## config.mk

```make
export PLATFORM = sky130hd
export DESIGN_NAME = dpd_top
export DESIGN_NICKNAME = d
export VERILOG_FILES = /design/src/dpd_pkg.sv /design/src/dpd_top.sv
export VERILOG_INCLUDE_DIRS = /design/src
export SDC_FILE = /design/constraint.sdc
export NUM_CORES = 1
export LEC_CHECK = 0
export BUFFER_PORTS_ARGS = -buffer_cell sky130_fd_sc_hd__buf_2
export CAP_MARGIN = 5
export CORE_MARGIN = 2
export CORE_UTILIZATION = 25
export CTS_CLUSTER_SIZE = 25
export DETAILED_ROUTE_END_ITERATION = 6
export SLEW_MARGIN = 40
export SYNTH_ARGS = -nofsm -noshare
export SYNTH_HDL_FRONTEND = slang
export SYNTH_SLANG_ARGS = --single-unit
```

## constraint.sdc

```tcl
create_clock -name clk_sys_i -period 19.6 [get_ports clk_sys_i]
set_clock_uncertainty 0.15 [all_clocks]
set_input_delay 2.94 -clock clk_sys_i [delete_from_list [all_inputs] [get_ports clk_sys_i]]
set_output_delay 2.94 -clock clk_sys_i [all_outputs]
set_load 0.005 [all_outputs]
```

## src/dpd_regs.svh

```systemverilog
// Register offsets, field positions and reset values of the digital I/O block
`ifndef DPD_REGS_SVH
`define DPD_REGS_SVH

`define DPD_ADDR_W 8
`define DPD_DIR_OFS 8'h00
`define DPD_OUT_OFS 8'h04
`define DPD_IN_OFS 8'h08
`define DPD_SAMP_OFS 8'h0C
`define DPD_CNT_BASE 8'h10
`define DPD_CNT_STRIDE 8'h08
`define DPD_CNT_CTL_SUB 1'b0
`define DPD_CNT_VAL_SUB 1'b1

`define DPD_DIR_RESET 4'hC
`define DPD_OUT_RESET 32'h0000_0000
`define DPD_CTL_RESET 20'h0_0000

`define DPD_CTL_SEL_A_LSB 0
`define DPD_CTL_EN_A_BIT 5
`define DPD_CTL_SEL_B_LSB 6
`define DPD_CTL_EN_B_BIT 11
`define DPD_CTL_SEL_R_LSB 12
`define DPD_CTL_EN_R_BIT 17
`define DPD_CTL_MODE_LSB 18

`endif

```

## src/dpd_pkg.sv

```systemverilog
// Types shared by the digital I/O block
package dpd_pkg;
  typedef enum logic [1:0] {DPD_PLAIN, DPD_UPDOWN, DPD_ENCODER} dpd_mode_t;
  typedef logic [4:0] dpd_sel_t;
endpackage

```

## src/dpd_top.sv

```systemverilog
// Dual 16-line digital port with three routable 32-bit counters
//
// Summary of operation
// RULE1: Two ports of sixteen lines, each line input or output by software.
// RULE2: Direction is set per group of eight adjacent lines.
// RULE3: After reset the first port is input, the second port output.
// RULE4: Input lines are latched on the analog sampling strobe, time-aligned.
// RULE5: Outside circuits must not drive lines the block drives.
// RULE6: Three independent 32-bit counters for pulses or incremental encoders.
// RULE7: Pulse, phase and reset inputs each select any line of either port.
// RULE8: A counter stays idle until its lines are assigned by software.
// RULE9: Software sets every line used by a counter to input first.
// RULE10: Plain mode counts each rising pulse edge, up to 16 MHz.
// RULE11: At range maximum the next count wraps to range minimum.
// RULE12: An assigned external reset line clears the counter at any time.
// RULE13: Quadrature mode uses the second phase to count up or down.
// RULE14: Plain range unsigned; up/down and encoder signed; encoder to 4 MHz.
// RULE15: Counter inputs are synchronised and edge-detected, not debounced.
`include "dpd_regs.svh"
`timescale 1ns/1ps
`default_nettype none

module dpd_top
  import dpd_pkg::*;
#(
  parameter int PORT_W = 16,
  parameter int GROUP_W = 8,
  parameter int NUM_CNT = 3,
  parameter int CNT_W = 32
) (
  input wire logic clk_sys_i,
  input wire logic reset_n_i,
  input wire logic [`DPD_ADDR_W-1:0] avs_address_i,
  input wire logic avs_read_i,
  input wire logic avs_write_i,
  input wire logic [31:0] avs_writedata_i,
  input wire logic [3:0] avs_byteenable_i,
  output logic [31:0] avs_readdata_o,
  output logic avs_waitrequest_o,
  input wire logic sample_strobe_i,
  input wire logic [PORT_W-1:0] port_a_in_i,
  output logic [PORT_W-1:0] port_a_out_o,
  output logic [PORT_W-1:0] port_a_oe_o,
  input wire logic [PORT_W-1:0] port_b_in_i,
  output logic [PORT_W-1:0] port_b_out_o,
  output logic [PORT_W-1:0] port_b_oe_o
);

  localparam int NUM_GRP = 2 * PORT_W / GROUP_W;
  localparam int LINES = 2 * PORT_W;

  // Elaboration check of parameters the logic can serve
  if (PORT_W != 16 || GROUP_W != 8 || CNT_W != 32 || NUM_CNT < 1 || NUM_CNT > 3) begin : g_chk
    $error("dpd_top: unsupported parameter set");
  end

  // Bus state
  logic ack;
  logic next_ack;
  logic [31:0] rdata;
  logic [31:0] next_rdata;
  logic [NUM_GRP-1:0] dir;
  logic [NUM_GRP-1:0] next_dir;
  logic [LINES-1:0] out_val;
  logic [LINES-1:0] next_out_val;
  logic [LINES-1:0] samp;
  logic [LINES-1:0] next_samp;
  logic [19:0] ctl [NUM_CNT];
  logic [19:0] next_ctl [NUM_CNT];
  logic [CNT_W-1:0] cnt [NUM_CNT];
  logic [CNT_W-1:0] next_cnt [NUM_CNT];

  // Input synchroniser and edge history
  logic [LINES-1:0] sync1;
  logic [LINES-1:0] sync2;
  logic [LINES-1:0] prev;
  logic [LINES-1:0] pins;

  function automatic logic pick(input logic [LINES-1:0] v, input dpd_sel_t s);
    pick = v[s];
  endfunction

  // Rising edge of a synchronised line against its value one clock earlier
  function automatic logic rise(input logic now_v, input logic old_v);
    rise = now_v & ~old_v;
  endfunction

  // Any change of a synchronised line between two clocks
  function automatic logic moved(input logic now_v, input logic old_v);
    moved = now_v ^ old_v;
  endfunction

  function automatic logic [31:0] merge_be(input logic [31:0] old, input logic [31:0] wd,
                                           input logic [3:0] be);
    logic [31:0] r;
    r = old;
    for (int b = 0; b < 4; b++) begin
      if (be[b]) begin
        r[b*8 +: 8] = wd[b*8 +: 8];
      end
    end
    merge_be = r;
  endfunction

  assign pins = {port_b_in_i, port_a_in_i};

  // Pins are driven only for groups set to output; see RULE5
  always_comb begin
    port_a_oe_o = '0;
    port_b_oe_o = '0;
    for (int g = 0; g < NUM_GRP / 2; g++) begin
      port_a_oe_o[g*GROUP_W +: GROUP_W] = {GROUP_W{dir[g]}}; // see RULE2
      port_b_oe_o[g*GROUP_W +: GROUP_W] = {GROUP_W{dir[g + NUM_GRP / 2]}}; // see RULE2
    end
  end
  assign port_a_out_o = out_val[PORT_W-1:0];
  assign port_b_out_o = out_val[LINES-1:PORT_W];

  // Slave answers one cycle after the request with waitrequest low
  assign avs_waitrequest_o = (avs_read_i | avs_write_i) & ~ack;
  assign avs_readdata_o = rdata;

  logic [`DPD_ADDR_W-1:0] word_addr;
  logic in_cnt;
  logic [`DPD_ADDR_W-1:0] cnt_rel;
  int unsigned cnt_idx;
  logic cnt_sub;
  logic do_wr;
  logic [31:0] line_in;

  always_comb begin
    word_addr = {avs_address_i[`DPD_ADDR_W-1:2], 2'b00};
    cnt_rel = word_addr - `DPD_CNT_BASE;
    in_cnt = (word_addr >= `DPD_CNT_BASE) &&
             (cnt_rel < 8'(NUM_CNT * `DPD_CNT_STRIDE));
    cnt_idx = 32'(cnt_rel[`DPD_ADDR_W-1:3]);
    cnt_sub = cnt_rel[2];
    do_wr = avs_write_i & ack;
    line_in = 32'(sync2);

    next_ack = (avs_read_i | avs_write_i) & ~ack;
    next_rdata = rdata;
    next_dir = dir;
    next_out_val = out_val;
    next_samp = samp;

    // Digital inputs latched at the analog sampling instant; see RULE4
    if (sample_strobe_i) begin
      next_samp = sync2;
    end

    if (avs_read_i & ~ack) begin
      next_rdata = 32'h0000_0000;
      if (word_addr == `DPD_DIR_OFS) begin
        next_rdata = 32'(dir);
      end else if (word_addr == `DPD_OUT_OFS) begin
        next_rdata = 32'(out_val);
      end else if (word_addr == `DPD_IN_OFS) begin
        next_rdata = line_in;
      end else if (word_addr == `DPD_SAMP_OFS) begin
        next_rdata = 32'(samp);
      end else if (in_cnt) begin
        next_rdata = (cnt_sub == `DPD_CNT_VAL_SUB) ? 32'(cnt[cnt_idx]) : 32'(ctl[cnt_idx]);
      end
    end

    if (do_wr && word_addr == `DPD_DIR_OFS && avs_byteenable_i[0]) begin
      next_dir = avs_writedata_i[NUM_GRP-1:0]; // see RULE1
    end
    if (do_wr && word_addr == `DPD_OUT_OFS) begin
      next_out_val = merge_be(out_val, avs_writedata_i, avs_byteenable_i);
    end
  end

  // Counter engine
  logic a_now;
  logic a_old;
  logic b_now;
  logic b_old;
  logic r_now;
  logic [19:0] c;
  dpd_mode_t mode;
  logic [CNT_W-1:0] step;

  always_comb begin
    a_now = 1'b0;
    a_old = 1'b0;
    b_now = 1'b0;
    b_old = 1'b0;
    r_now = 1'b0;
    c = 20'h0_0000;
    mode = DPD_PLAIN;
    step = '0;
    for (int n = 0; n < NUM_CNT; n++) begin
      next_ctl[n] = ctl[n];
      next_cnt[n] = cnt[n];
      c = ctl[n];
      mode = dpd_mode_t'(c[`DPD_CTL_MODE_LSB +: 2]);
      // Any line of either port may feed each input; see RULE7
      a_now = pick(sync2, c[`DPD_CTL_SEL_A_LSB +: 5]);
      a_old = pick(prev, c[`DPD_CTL_SEL_A_LSB +: 5]);
      b_now = pick(sync2, c[`DPD_CTL_SEL_B_LSB +: 5]);
      b_old = pick(prev, c[`DPD_CTL_SEL_B_LSB +: 5]);
      r_now = pick(sync2, c[`DPD_CTL_SEL_R_LSB +: 5]);
      step = '0;
      case (mode)
        DPD_PLAIN: begin
          // Rising edge of the pulse line counts up, unsigned; see RULE10
          if (c[`DPD_CTL_EN_A_BIT] && rise(a_now, a_old)) begin // see RULE15
            step = CNT_W'(1);
          end
        end
        DPD_UPDOWN: begin
          // Second line level gives direction, signed range; see RULE14
          if (c[`DPD_CTL_EN_A_BIT] && c[`DPD_CTL_EN_B_BIT] && rise(a_now, a_old)) begin
            step = b_now ? '1 : CNT_W'(1); // see RULE13
          end
        end
        DPD_ENCODER: begin
          // Four counts per encoder cycle, direction from phase order; see RULE13
          if (c[`DPD_CTL_EN_A_BIT] && c[`DPD_CTL_EN_B_BIT] &&
              (moved(a_now, a_old) ^ moved(b_now, b_old))) begin
            step = (a_now ^ b_old) ? CNT_W'(1) : '1;
          end
        end
        default: begin
          step = '0;
        end
      endcase
      // No line assigned leaves the counter idle; see RULE8
      if (!c[`DPD_CTL_EN_A_BIT]) begin
        step = '0;
      end
      // Two's complement addition wraps max to min in every mode; see RULE11
      next_cnt[n] = cnt[n] + step; // see RULE6
      if (do_wr && in_cnt && cnt_idx == 32'(n)) begin
        if (cnt_sub == `DPD_CNT_CTL_SUB) begin
          next_ctl[n] = 20'(merge_be(32'(ctl[n]), avs_writedata_i, avs_byteenable_i));
        end else begin
          next_cnt[n] = merge_be(cnt[n], avs_writedata_i, avs_byteenable_i);
        end
      end
      // Assigned reset line clears at any time, over counting; see RULE12
      if (c[`DPD_CTL_EN_R_BIT] && r_now) begin
        next_cnt[n] = '0;
      end
    end
  end

  // Bus handshake and read data
  always_ff @(posedge clk_sys_i or negedge reset_n_i) begin
    if (!reset_n_i) begin
      ack <= 1'b0;
      rdata <= 32'h0000_0000;
    end else begin
      ack <= next_ack;
      rdata <= next_rdata;
    end
  end

  // Port direction, output values and sampled lines
  always_ff @(posedge clk_sys_i or negedge reset_n_i) begin
    if (!reset_n_i) begin
      dir <= `DPD_DIR_RESET; // see RULE3
      out_val <= `DPD_OUT_RESET;
      samp <= '0;
    end else begin
      dir <= next_dir;
      out_val <= next_out_val;
      samp <= next_samp;
    end
  end

  // Two-stage synchroniser and edge history of all lines
  always_ff @(posedge clk_sys_i or negedge reset_n_i) begin
    if (!reset_n_i) begin
      sync1 <= '0;
      sync2 <= '0;
      prev <= '0;
    end else begin
      sync1 <= pins; // see RULE15
      sync2 <= sync1;
      prev <= sync2;
    end
  end

  // Counter control words and values
  always_ff @(posedge clk_sys_i or negedge reset_n_i) begin
    if (!reset_n_i) begin
      for (int n = 0; n < NUM_CNT; n++) begin
        ctl[n] <= `DPD_CTL_RESET;
        cnt[n] <= '0;
      end
    end else begin
      for (int n = 0; n < NUM_CNT; n++) begin
        ctl[n] <= next_ctl[n];
        cnt[n] <= next_cnt[n];
      end
    end
  end

endmodule

`default_nettype wire

```

Word level (Yosys, flattened, before mapping)
Cells that the tools add are included.

storage, ports and cells
  flip-flop bits (word level) = 353
  memories = 0
  logic and storage cells = 213
  bits in latches = 0
  input bits = 81
  output and inout bits = 97
  ROM bits = 0
  memory bits (writable) = 0

operators by class
  equality and inequality tests = 23
  $add $sub $neg = 4
  bitwise gates (word level) = 25
  reduce and logical (&&, ||, !) cells = 41
  multipliers = 0
  shift operators = 0
  divide/modulo/power cells = 0
  multiplexer cells = 76
  magnitude comparators = 12

operators by type and width
  cell                                                                                   number
  32-bit two-way mux                                                                     32
  32-bit one-hot mux with 3 select lines                                                 3
  32-bit adder                                                                           3
  1-bit binary-select mux with 5-bit select                                              15
  32-bit binary-select mux with 2-bit select                                             1
  5-bit by 6-bit less-than comparator with 1-bit output (second input constant)          9
  4-bit by 3-bit != test with 1-bit output (second input constant)                       12
  20-bit binary-select mux with 2-bit select                                             1
  20-bit two-way mux                                                                     2
  33-bit by 3-bit greater-or-equal comparator with 1-bit output (second input constant)  1
  5-bit inverter with 33-bit output                                                      1
  32-bit logical NOT                                                                     1
  8-bit two-way mux                                                                      4
  3-bit AND reduction                                                                    9
  1-bit logical AND                                                                      23
  1-bit two-way mux                                                                      18
  6-bit by 2-bit equality test with 1-bit output (second input constant)                 2
  1-bit bitwise XOR                                                                      12
  8-bit by 5-bit greater-or-equal comparator with 1-bit output (second input constant)   1
  8-bit by 5-bit less-than comparator with 1-bit output (second input constant)          1
  2-bit AND reduction                                                                    4
  8-bit by 5-bit subtractor with 8-bit output (second input constant)                    1
  1-bit bitwise AND                                                                      6
  2-bit by 1-bit equality test with 1-bit output (second input constant)                 3
  other kinds (8)                                                                        16

Depth between registers and ports, before layout
Gate-level depths: netlist of run 1.

  word-level depth = 12
  gate-level depth with buffers = 24

Worst setup path after synthesis of run 1
Ideal clock, no wire load.

  path type = flip-flop to flip-flop
  start point = register ctl[20] (netlist name)
  end point = register cnt[63] (netlist name)
  data required time = 19,332 ps
  cell stages (with the launch flop) = 20
  library setup time = 118 ps
  data arrival time = 6,109 ps
  period minus slack after synthesis = 6,377 ps
  buffers on the path = 2
  slack = 13,223 ps
  cell sequence = dfrtp_1 buf_2 buf_1 mux4_2 mux4_2 mux2i_1 ha_1 nor3_1 a22oi_1 a31oi_2 ha_1 a2111oi_0 o2111ai_1 and3_1 nand2b_1 o21ai_0 o221ai_1 o41ai_1 xnor2_1 a21o_1

on the way
  cells in the longest elaborated chain, start to end = 12
  elaborated cells on any way between the ends = 22
  those cells by class = 1 x add/sub; 13 x mux; 5 x bitwise; 3 x reduce/logical

RTL lines
  what                                                           RTL line                                        text
  from (decl)                                                    dpd_top.sv:68                                   logic [19:0] ctl [NUM_CNT];
  from (signal, indexed assignment)                              dpd_top.sv:291                                  ctl[n] <= `DPD_CTL_RESET;
  from (signal, indexed assignment)                              dpd_top.sv:296                                  ctl[n] <= next_ctl[n];
  1-bit binary-select mux with 5-bit select                      dpd_top.sv:80                                   pick = v[s];
  1-bit two-way mux (implied by the code)                        dpd_top.sv:80
  1-bit bitwise XOR / 1-bit inverter (equally long branches)     dpd_top.sv:90, dpd_top.sv:85
  1-bit bitwise XOR / 1-bit bitwise AND (equally long branches)  dpd_top.sv:222, dpd_top.sv:85
  1-bit logical AND (on tied branches)                           dpd_top.sv:221, dpd_top.sv:209, dpd_top.sv:215
  32-bit two-way mux, or another cell as far along               dpd_top.sv:221                                  if (c[`DPD_CTL_EN_A_BIT] && c[`DPD_CTL_EN_B_BIT] &&
  32-bit one-hot mux with 3 select lines *                       dpd_top.sv:206                                  case (mode)
  32-bit two-way mux *                                           dpd_top.sv:231                                  if (!c[`DPD_CTL_EN_A_BIT]) begin
  32-bit adder *                                                 dpd_top.sv:235                                  next_cnt[n] = cnt[n] + step;
  32-bit two-way mux                                             dpd_top.sv:237                                  if (cnt_sub == `DPD_CNT_CTL_SUB) begin
  32-bit two-way mux *                                           dpd_top.sv:236                                  if (do_wr && in_cnt && cnt_idx == 32'(n)) begin
  32-bit two-way mux *                                           dpd_top.sv:244                                  if (c[`DPD_CTL_EN_R_BIT] && r_now) begin
  to (signal, indexed assignment)                                dpd_top.sv:297                                  cnt[n] <= next_cnt[n];
  to (decl)                                                      dpd_top.sv:70                                   logic [CNT_W-1:0] cnt [NUM_CNT];

Mark *: on every way between the ends. The rest lies on a longest branch, timed or not. The select of a mux whose other input is x is not followed.
A chain may end at the register's enable or synchronous reset.

Worst setup path in the final report of run 1
  start point = register ctl[41] (netlist name)
  end point = register cnt[95] (netlist name)

The elaborated chain is that of the path after synthesis.

==> results.md, run 1 <==
- Most used flip-flop cell after synthesis: dfrtp_1
- Largest net degree at the start of global routing: 73
- Post-CTS Resized: 0
- CP max stage delay: 0.89 ns
- RSZ-0062 raised after global routing: no
- Synth top area cells: dfrtp_1 36%, mux4_2 11%, mux2_2 6.2%
- Postcts setup bufs: 0
- Max Buffers Root-to-Sink: 3
- H-tree depth: 2
- Die X: 315 um
- Sequential area share after synthesis: 36.6%
- Async set-reset flop share out of synthesis: between 90% and 100%
- Vias per inst: 5.36
- IO Pins: 178
- # rows: 113
- Type of the worst setup path: flop to flop
- Reg area: 8840 um^2
- Relative slew slack: 42.0%
- CTS Buf Count: 41
- Hold slack: 0.194 ns
- Total Nets Final: 2586
- Post-synth cell types: 76
- CP Max Fanout: 32
- # diodes: 0
- First-pass GRT wire length: 124000 um
- Layout cell share with drive strength beyond 1: 23.0%
- GP Congestion: 0.934
- Detail Placement HPWL: between 60000 and 70000 um
- Syn avg cell area: 10.3 um^2
- Worst-margin pin slew: 0.871 ns
- Worst Setup Start Kind: flop
- CTS Sinks: 353
- First-pass DRT Iterations: 6
- TritonCTS clock tree: yes
- DP Area: roughly 26000 um^2
- Synth Instances: 2349
- Max-Cap Viols: 0
- Final slew viol count: 0
- Post-DRT Antenna Nets: 0
- Count of flip-flops with a built-in enable after synthesis: 0
- Cell Area, Synth: 24100 um^2
- Initial antenna violation count: 18
- Cell taking the most area after synthesis: dfrtp_1
- Flops & latches, synth: 353
- Clock slew at the register clock pins of the worst setup and hold paths: 0.06 ns
- Multi-input gate area: 14400 um^2
- Hold WC Path Type: flop to flop
- CP Capture Type: flop
- WP data required: 19.91 ns
- Syn Nets: 2532
- Fin. Hold Viols: 0
- Final worst-path cycle share: between 30 and 40%
- CORE AREA: roughly 95000 um^2
- Total Wirelength: 83000 um
- Root Driver: clkbuf_16
- Remaining global-route overflow: 0
- Die height: 315 um
- Vias in the first global route: 19200
- Synth warnings: 0
- Vias: 19800
- Die footprint: between 90000 and 100000 um^2
- Shortest period the worst path allows: 7.15 ns
- Fillers: about 9900
- Port-buffer cells: 175
- Leak Pwr: roughly 12 nW
- CP Cell Sequence: mux4_2, mux2i_1, a211oi_1, a211oi_1, inv_1, ha_1, xor2_1, mux2i_1, a31o_2, ha_1, a2111oi_0, o21ai_0, a21oi_1, o211ai_1, a31oi_1, o211ai_1, a221oi_1, xnor2_1, mux2i_1, a221o_1
- Critical-path top delay cell: dfrtp_1
- GRT Overall Usage: 16.5%
- Fmax: 140 MHz
- Power Density: 89.8 nW/um^2
- Worst VDD drop: 56.3 uV
- Crit path arrival time: 7.45 ns
- Drc violations: 0
- Outcome: completed
- Setup-failing EPs final: 0
- Most used cell along the critical path: mux2i_1
- Setup Total Neg Slack: 0 ns
- CTS Hold Buffers Added: 0
- Clock Latency Late Sink: 0.59 ns
- Cell area after layout: 27500 um^2
- Starting Density: 25.3%
- Synth top area share: 36.4%
- Drt wl/cell: 22.5 um
- Area delta synth->final: 13.9%
- DR iter-0 viols: a little over 2000
==> where the power goes <==
group          switching, mW  internal (mW)
clock network          0.326          0.491
logic                  0.370          0.298
registers              0.142          0.844
total                  0.837           1.63
==> worst max-delay path: cells and delay by family (launching register included) <==
family / cells / cell delay [ns]
AOI/OAI and AO/OA: 11 / 3.59
muxes: 4 / 1.10
DFF: 1 / 0.89
adders and majority gates: 2 / 0.71
xor gates and xnor gates: 2 / 0.47
buffers and inverters: 1 / 0.08
==> logic make-up after synthesis <==
logic type                 Yosys count  share of synthesized area [%]
AOI/OAI and AO/OA                  649                           17.5
and+or+nand+nor                    554                           10.3
muxes                              385                           23.1
DFF                                353                           36.6
buffers and inverters              223                           4.11
adders and majority gates          102                           5.38
xor gates and xnor gates            83                           3.01
==> Yosys cell counts (all sizes together) (5+ instances only) <==
master	instances
a22oi	47
nand4	9
mux4	122
a21o	41
o21a	18
xor2	37
dfrtp	351
nor4	5
a311oi	7
and3	7
ha	99
buf	67
nand2	249
clkbuf	129
or2	7
mux2i	131
nor3	25
o211ai	15
o31ai	38
a21oi	123
a221oi	18
a31oi	46
a22o	21
xnor2	46
o22ai	18
a21boi	8
inv	26
a32oi	5
nand2b	23
o21ai	160
nor2	134
mux2	132
a211oi	40
and2	9
o21bai	10
nor2b	27
nand3	33
nor3b	5
==> final timing paths <==
path,from,endpoint,slack [ns],cells past startpoint
worst max-delay path,ctl[41],cnt[95],12.45,20
worst min-delay path,sync1[19],line_in[19],0.19,0
worst max register to register,ctl[41],cnt[95],12.45,20
worst min register to register,sync1[19],line_in[19],0.19,0
max in group asynchronous,reset_n_i,cnt[59],15.56,3
min in group asynchronous,reset_n_i,prev[0],2.10,1
==> cell usage in the layout (no fill, tap or decap), types with 22 or more instances in the layout <==
| cell | Yosys | routed |
|---|---|---|
| o21ai_0 | 160 | 160 |
| nor2_1 | 134 | 128 |
| nand2b_1 | 23 | 22 |
| o31ai_1 | 38 | 38 |
| nand3_1 | 33 | 33 |
| a31oi_1 | 44 | 43 |
| a21oi_1 | 123 | 123 |
| ha_1 | 99 | 99 |
| mux2i_1 | 131 | 131 |
| nor3_1 | 25 | 24 |
| dfrtp_1 | 351 | 345 |
| mux4_2 | 114 | 114 |
| buf_2 | 9 | 171 |
| xnor2_1 | 46 | 46 |
| nand2_1 | 249 | 248 |
| clkbuf_16 | 0 | 41 |
| inv_1 | 26 | 26 |
| a21o_1 | 41 | 41 |
| a211oi_1 | 40 | 40 |
| buf_4 | 33 | 29 |
| a22oi_1 | 47 | 47 |
| nor2b_1 | 27 | 26 |
| mux2_2 | 132 | 132 |
| xor2_1 | 37 | 37 |
==> flip-flops by register name, summed over array words and instances, names as in the netlist <==
| signal | count |
|---|---|
| line_in | 32 |
| avs_readdata_o | 32 |
| c | 20 |
| ctl | 40 |
| prev | 32 |
| ack | 1 |
| samp | 32 |
| sync1 | 32 |
| dir | 4 |
| out_val | 32 |
| cnt | 96 |
==> through the flow <==
| stage | power [mW] | setup WS (ns) | utilization, % | instances |
|---|---|---|---|---|
| final | 2.47 | 12.45 | 28.9 | 3696 |
| after detailed placement | 1.65 | 12.50 | 27.4 | 3625 |
| after CTS | 2.48 | 12.45 | 28.9 | 3696 |
| after global placement | 1.64 | 12.34 | 27.3 | 3623 |
| after global routing | 2.60 | 12.02 | 28.9 | 3696 |
| after floorplan | 1.43 | 13.22 | - | 2349 |
==> cell type report <==
class | instances | share of cell area, %
Multi-Input combinational cell | 1773 | 52.3
Sequential cell | 353 | 32.1
Tap cell | 1265 | 5.75
Timing Repair Buffer | 207 | 4.28
Clock buffer | 53 | 4.15
Clock inverter | 18 | 0.973
Inverter | 27 | 0.368
==> metal layers <==
metal / GRT usage [%] / part of all wire [%]
met1: 21.6 / 42
met2: 24.5 / 43
met3: 6.19 / 12
met4: 6.39 / 4.2
met5: 0 / 0.19
Note: power is estimated with default switching activity, not from simulation.
==> inputs of run 2 (changes only) <==
clock period = 6.82 ns   (was 19.6 ns; I/O delays follow)
==> results.md, run 2 (same netlist as run 1, synthesis figures left out) <==
- Outcome: completed
- Drt wl/cell: 22.3 um (-0.54%)
- Most frequent cells in the layout: 347 x dfrtp_1, 248 x nand2_1, 172 x buf_2
- Metal2 WL: 35300 um (about the same)
- Leak Pwr: 11.8 nW (+1.8%)
- Die height: 315 um (unchanged)
- Detail Placement HPWL: 61500 um (+2.2%)
- Max Buffers Root-to-Sink: 3 (unchanged)
- Remaining global-route overflow: 0 (unchanged)
- WL met3: 9770 um (+1.8%)
- Post-DRT Antenna Nets: 0 (unchanged)
- CP max stage delay: 0.85 ns (-0.04 ns)
- GP Congestion: 0.945 (+1.2%)
- Shortest period the worst path allows: 6.30 ns (-0.848 ns)
- Area delta synth->final: 15.3%
- CP Cell Sequence: mux4_2, mux4_2, mux2i_1, ha_1, xnor2_1, or4_4, a31oi_4, buf_4, ha_1, a21oi_1, o21bai_1, a221oi_1, o21a_1, a21boi_0, o311ai_0, nand2_1, a41oi_1, nor3_1, o32ai_1
- Clock Latency Late Sink: 0.59 ns (about the same)
- Clock Power Share: 33.3% (+0.3 points)
- # rows: 113 (unchanged)
- Root Driver: clkbuf_16
- Die footprint: 99100 um^2 (unchanged)
- Largest register FFs: 96 (unchanged)
- Max-Cap Viols: 0 (unchanged)
- WP data required: 7.16 ns (-12.75 ns)
- Total Nets Final: 2626 (+1.5%)
- Hold slack: 0.189 ns (-0.00497 ns)
- Worst VDD drop: 160 uV (+180%)
- Drc violations: 0 (unchanged)
- Critical-path top delay cell: dfrtp_1
- First-pass GRT wire length: 125000 um (+1.0%)
- Internal power: 4.68 mW (+190%)
- CP Max Fanout: 18 (-44%)
- Fin. Hold Viols: 0 (unchanged)
- Final worst-path cycle share: 92.4% (+56 points)
- TritonCTS clock tree: yes
- Type of the worst setup path: flop to flop
- Worst-margin pin slew: 0.860 ns (-0.0104 ns)
- Initial antenna violation count: 17 (-1)
- GRT Overall Usage: 16.5% (+0.060 points)
- Vias: 20200 (+1.8%)
- CTS Sinks: 353 (unchanged)
- DR iter-0 viols: 1939 (-3.9%)
- Min-delay src: sync1[6]
- Comb pwr share: 27.0% (about the same)
- Starting Density: 25.3% (unchanged)
- FF-to-FF Start: c[1]
- Final slew viol count: 0 (unchanged)
- RSZ-0062 raised after global routing: no
- Port-buffer cells: 175 (unchanged)
- CORE AREA: 95300 um^2 (unchanged)
- Commonest non-fill, non-tap cell in the layout: dfrtp_1
- Net Sw Frac: 34.6% (+0.69 points)
- Fmax: 159 MHz (+13%)
- Leading registers by flop count: cnt: 96 flops, ctl: 40 flops
- Power Density: 257 nW/um^2 (+190%)
- Clock slew at the register clock pins of the worst setup and hold paths: 0.07 ns (about the same)
- First-pass DRT Iterations: 5 (-1)
- Metal-1 WL: 34500 um (+0.24%)
- CTS Hold Buffers Added: 0 (unchanged)
- Setup Total Neg Slack: 0 ns (unchanged)
- Layout cell share with drive strength beyond 1: 24.3% (+1.3 points)
- Vias per inst: 5.40 (+0.67%)
- CTS Buf Count: 42 (+2.4%)
- Largest register by flop count: cnt
- CP Capture Type: flop
- Total Wirelength: 83500 um (+0.62%)
- Vias in the first global route: 19500 (+1.6%)
- Relative slew slack: 42.7% (+0.69 points)
- Crit path arrival time: 6.63 ns (-0.82 ns)
- Die X: 315 um (unchanged)
- Worst Setup Start Kind: flop
- Sequential power share: 39.7% (-0.2 points)
- IO Pins: 178 (unchanged)
- Crit path launch: c[1]
- Setup-failing EPs final: 0 (unchanged)
- Switching power: 2.48 mW (+200%)
- H-tree depth: 2 (unchanged)
- Hold WC Path Type: flop to flop
- Top Metal Used: met5
- Largest net degree at the start of global routing: 121 (+66%)
## run 2: cell count changes in the layout (fill, tap and decap cells not counted), sizes merged
cell and delta:
clkbuf -4, diode +1, inv +5, clkinvlp +3, bufinv -1, buf +39
## run 2: power groups by stage
stage	Combinational (mW)	Sequential, mW	Clock (mW)
floorplan	1.45	2.66	0
global placement	1.87	2.86	0
detailed placement	1.90	2.86	0
CTS	1.91	2.83	2.44
global route	2.15	2.88	2.52
finish	1.93	2.84	2.39
## run 2: path summary, 6_finish.rpt
kind,endpoint,slack (ns),cells past startpoint
max reg2reg,cnt[31],0.52,19
max in group asynchronous,avs_readdata_o[30],4.83,3
min,line_in[6],0.19,0
max,cnt[31],0.52,19
min reg2reg,line_in[6],0.19,0
min in group asynchronous,sync1[29],0.27,1
## run 2: through the flow
stage,instance area [um^2],worst slack [ns],util [%],total power [mW],std cells
global placement,26300,0.0876,27.6,4.73,3658
global route,27800,0.0347,29.2,7.55,3738
finish,27800,0.521,29.2,7.16,3739
floorplan,24100,0.443,-,4.11,2349
detailed placement,26300,0.0855,27.6,4.76,3659
CTS,27800,0.0224,29.2,7.17,3733
## run 2: cell type report
cell class	count	area, um^2
Fill cell	9902	67500
Inverter	27	101
Tap cell	1265	1580
Sequential cell	353	8840
Multi-Input combinational cell	1773	14400
Antenna cell	1	2.50
Timing Repair Buffer	246	1480
Clock buffer	49	1130
Clock inverter	25	313
## run 2: layer usage
| metal | GRT usage [%] | up-vias |
|---|---|---|
| li1 | - | 9018 |
| met1 | 21.8 | 9953 |
| met2 | 24.2 | 965 |
| met3 | 6.33 | 226 |
| met4 | 6.74 | 26 |
| met5 | 0 | - |
## run 2: what timing repair did
item | in CTS | in global routing
setup buffers | 0 | 4
gates resized for setup | 0 | 4
setup endpoints to repair | 0 | 4
## run 2: worst max-delay path, delay by kind of cell, from the launching register on
family / cells / cell delay [ns]
adder cells (fa/ha/maj): 2 / 0.57
flip-flops: 1 / 0.85
AO/OA/AOI/OAI: 9 / 2.28
multiplexers: 3 / 1.12
XOR/XNOR: 1 / 0.18
AND/OR/NAND/NOR: 3 / 0.77
buffers and inverters: 1 / 0.25
==> inputs of run 3 (changes only) <==
HOLD_SLACK_MARGIN = 0.15   (was unset)
MAX_ROUTING_LAYER = met4   (was unset)
==> results.md, run 3 (same netlist as run 1, synthesis figures left out) <==
- Met2 Track Usage GR: 24.2% (about the same)
- Commonest non-fill, non-tap cell in the layout: dfrtp_1
- Critical-path top delay cell: dfrtp_2
- H-tree depth: 2 (unchanged)
- Largest register FFs: 96 (unchanged)
- Worst Setup Start Kind: flop
- Vias in the first global route: 19200 (-1.5%)
- CP Capture Type: flop
- First-pass DRT Iterations: 5 (unchanged)
- Fin. Hold Viols: 0 (unchanged)
- Starting Density: 25.3% (unchanged)
- Leading registers by flop count: cnt: 96 flops, ctl: 40 flops
- Hold slack: 0.179 ns (-0.00982 ns)
- IO Pins: 178 (unchanged)
- Layout Utilization: 29.2% (-0.055 points)
- Crit path arrival time: 6.74 ns (+0.11 ns)
- Detail Placement HPWL: 61600 um (+0.21%)
- Top Family by Delay on Critical Path: compound AO/OA/AOI/OAI gates
- Hold WC Path Type: input port to asynchronous set/reset pin
- DR iter-0 viols: 1892 (-2.4%)
- Area delta synth->final: 15.1%
- Largest register by flop count: cnt
- Drc violations: 0 (unchanged)
- Die height: 315 um (unchanged)
- Root Driver: clkbuf_16
- Drt wl/cell: 22.1 um (-1.2%)
- Bufs and invs on worst path: 2 (+1)
- # rows: 113 (unchanged)
- Outcome: completed
- Shortest period the worst path allows: 6.44 ns (+0.137 ns)
- Vias: 20100 (-0.33%)
- CORE AREA: 95300 um^2 (unchanged)
- Worst-margin pin slew: 0.876 ns (+0.0160 ns)
- Port-buffer cells: 175 (unchanged)
- Cell area after layout: 27800 um^2 (-0.19%)
- Met1 Resource Use GR: 22.2% (+0.40 points)
- Largest net degree at the start of global routing: 134 (+11%)
- GP Congestion: 0.979 (+3.5%)
- Final slew viol count: 0 (unchanged)
- First-pass GRT wire length: 124000 um (-0.70%)
- TritonCTS clock tree: yes
- Layout cell share with drive strength beyond 1: 24.2% (-0.061 points)
- Remaining global-route overflow: 0 (unchanged)
- Type of the worst setup path: flop to flop
- Vias per inst: 5.36 (-0.67%)
- Worst VDD drop: 152 uV (-4.9%)
- Final worst-path cycle share: 94.4% (+2.0 points)
- Total Nets Final: 2623 (-0.11%)
- Die footprint: 99100 um^2 (unchanged)
- GR peak layer: met2
- Leak Pwr: 11.8 nW (-0.35%)
- WP data required: 7.12 ns (-0.04 ns)
- Max Buffers Root-to-Sink: 3 (unchanged)
- CTS Buf Count: 40 (-4.8%)
- Post-DRT Antenna Nets: 0 (unchanged)
- CP Max Fanout: 10 (-8)
- Max-Cap Viols: 0 (unchanged)
- Power Density: 252 nW/um^2 (-2.0%)
- Relative slew slack: 41.6% (-1.1 points)
- GR Util met3: 5.55% (-0.79 points)
- CTS Hold Buffers Added: 0 (unchanged)
- Setup-failing EPs final: 0 (unchanged)
- Fmax: 155 MHz (-2.1%)
- CTS Sinks: 353 (unchanged)
- DP Area: 26300 um^2 (-0.16%)
- Total Wirelength: 82800 um (-0.82%)
- CP Cell Sequence: buf_4, mux4_2, mux4_2, mux2i_1, ha_1, nand2_1, nor4b_1, a31oi_1, a31oi_4, buf_4, ha_1, a21oi_1, o21a_1, or3b_2, o211ai_1, a31oi_1, a31oi_1, o31ai_1, a21oi_1, xor2_1, o22ai_1
- Clock Latency Late Sink: 0.60 ns (about the same)
- Clock slew at the register clock pins of the worst setup and hold paths: 0.07 ns (about the same)
- Most frequent cells in the layout: 344 x dfrtp_1, 248 x nand2_1, 172 x buf_2
- Most used cell along the critical path: a31oi_1
- Die X: 315 um (unchanged)
- GRT Overall Usage: 16.9% (+0.36 points)
- Initial antenna violation count: 16 (-1)
- CP max stage delay: 0.53 ns (-0.32 ns)
run 3: changes by cell type in the layout (fill, tap and decap cells not counted), sizes merged:
cell | before | now
clkinv | 8 | 12
bufinv | 5 | 3
buf | 246 | 245
inv | 34 | 29
diode | 1 | 16
clkinvlp | 5 | 3
clkbuf | 49 | 53
run 3: layer usage:
layer | up-vias | part of all wire [%]
met3 | 183 | 12
met2 | 957 | 43
li1 | 9038 | -
met5 | - | 0
met1 | 9944 | 42
met4 | 0 | 3.8
run 3: area by class of cell:
type / instances / area, um^2
Fill cell: 9949 / 67500
Multi-Input combinational cell: 1773 / 14400
Sequential cell: 353 / 8850
Tap cell: 1265 / 1580
Timing Repair Buffer: 245 / 1490
Clock buffer: 53 / 1120
Clock inverter: 20 / 224
Inverter: 27 / 101
Antenna cell: 16 / 40.0
run 3: power breakdown:
part	switching, mW	total (mW)	internal [mW]
clock	0.946	2.23	1.28
combinational	1.07	1.94	0.868
sequential	0.409	2.84	2.43
total	2.43	7.01	4.58
run 3: repair_timing:
action                                  CTS  global route
endpoints found under the setup margin    0            13
setup buffers                             0             3
gates resized for setup                   0             5
run 3: worst paths after layout:
check,cells after the start,startpoint,slack (ns),to
min reg2reg,0,sync1[6],0.20,line_in[6]
max,21,ctl[20],0.38,cnt[62]
max reg2reg,21,ctl[20],0.38,cnt[62]
min in group clk_sys_i,0,sync1[6],0.20,line_in[6]
min,1,reset_n_i,0.18,sync1[29]
max in group asynchronous,3,reset_n_i,5.19,dir[3]
run 3: stage by stage:
stage	setup TNS (ns)	power [mW]	setup WS (ns)	std cells
finish	0	7.01	0.384	3752
global route	-0.00391	7.39	-0.00391	3750
CTS	0	7.01	0.0885	3730
detailed placement	0	4.76	0.133	3657
global placement	0	4.73	0.125	3657
floorplan	0	4.11	0.443	2349
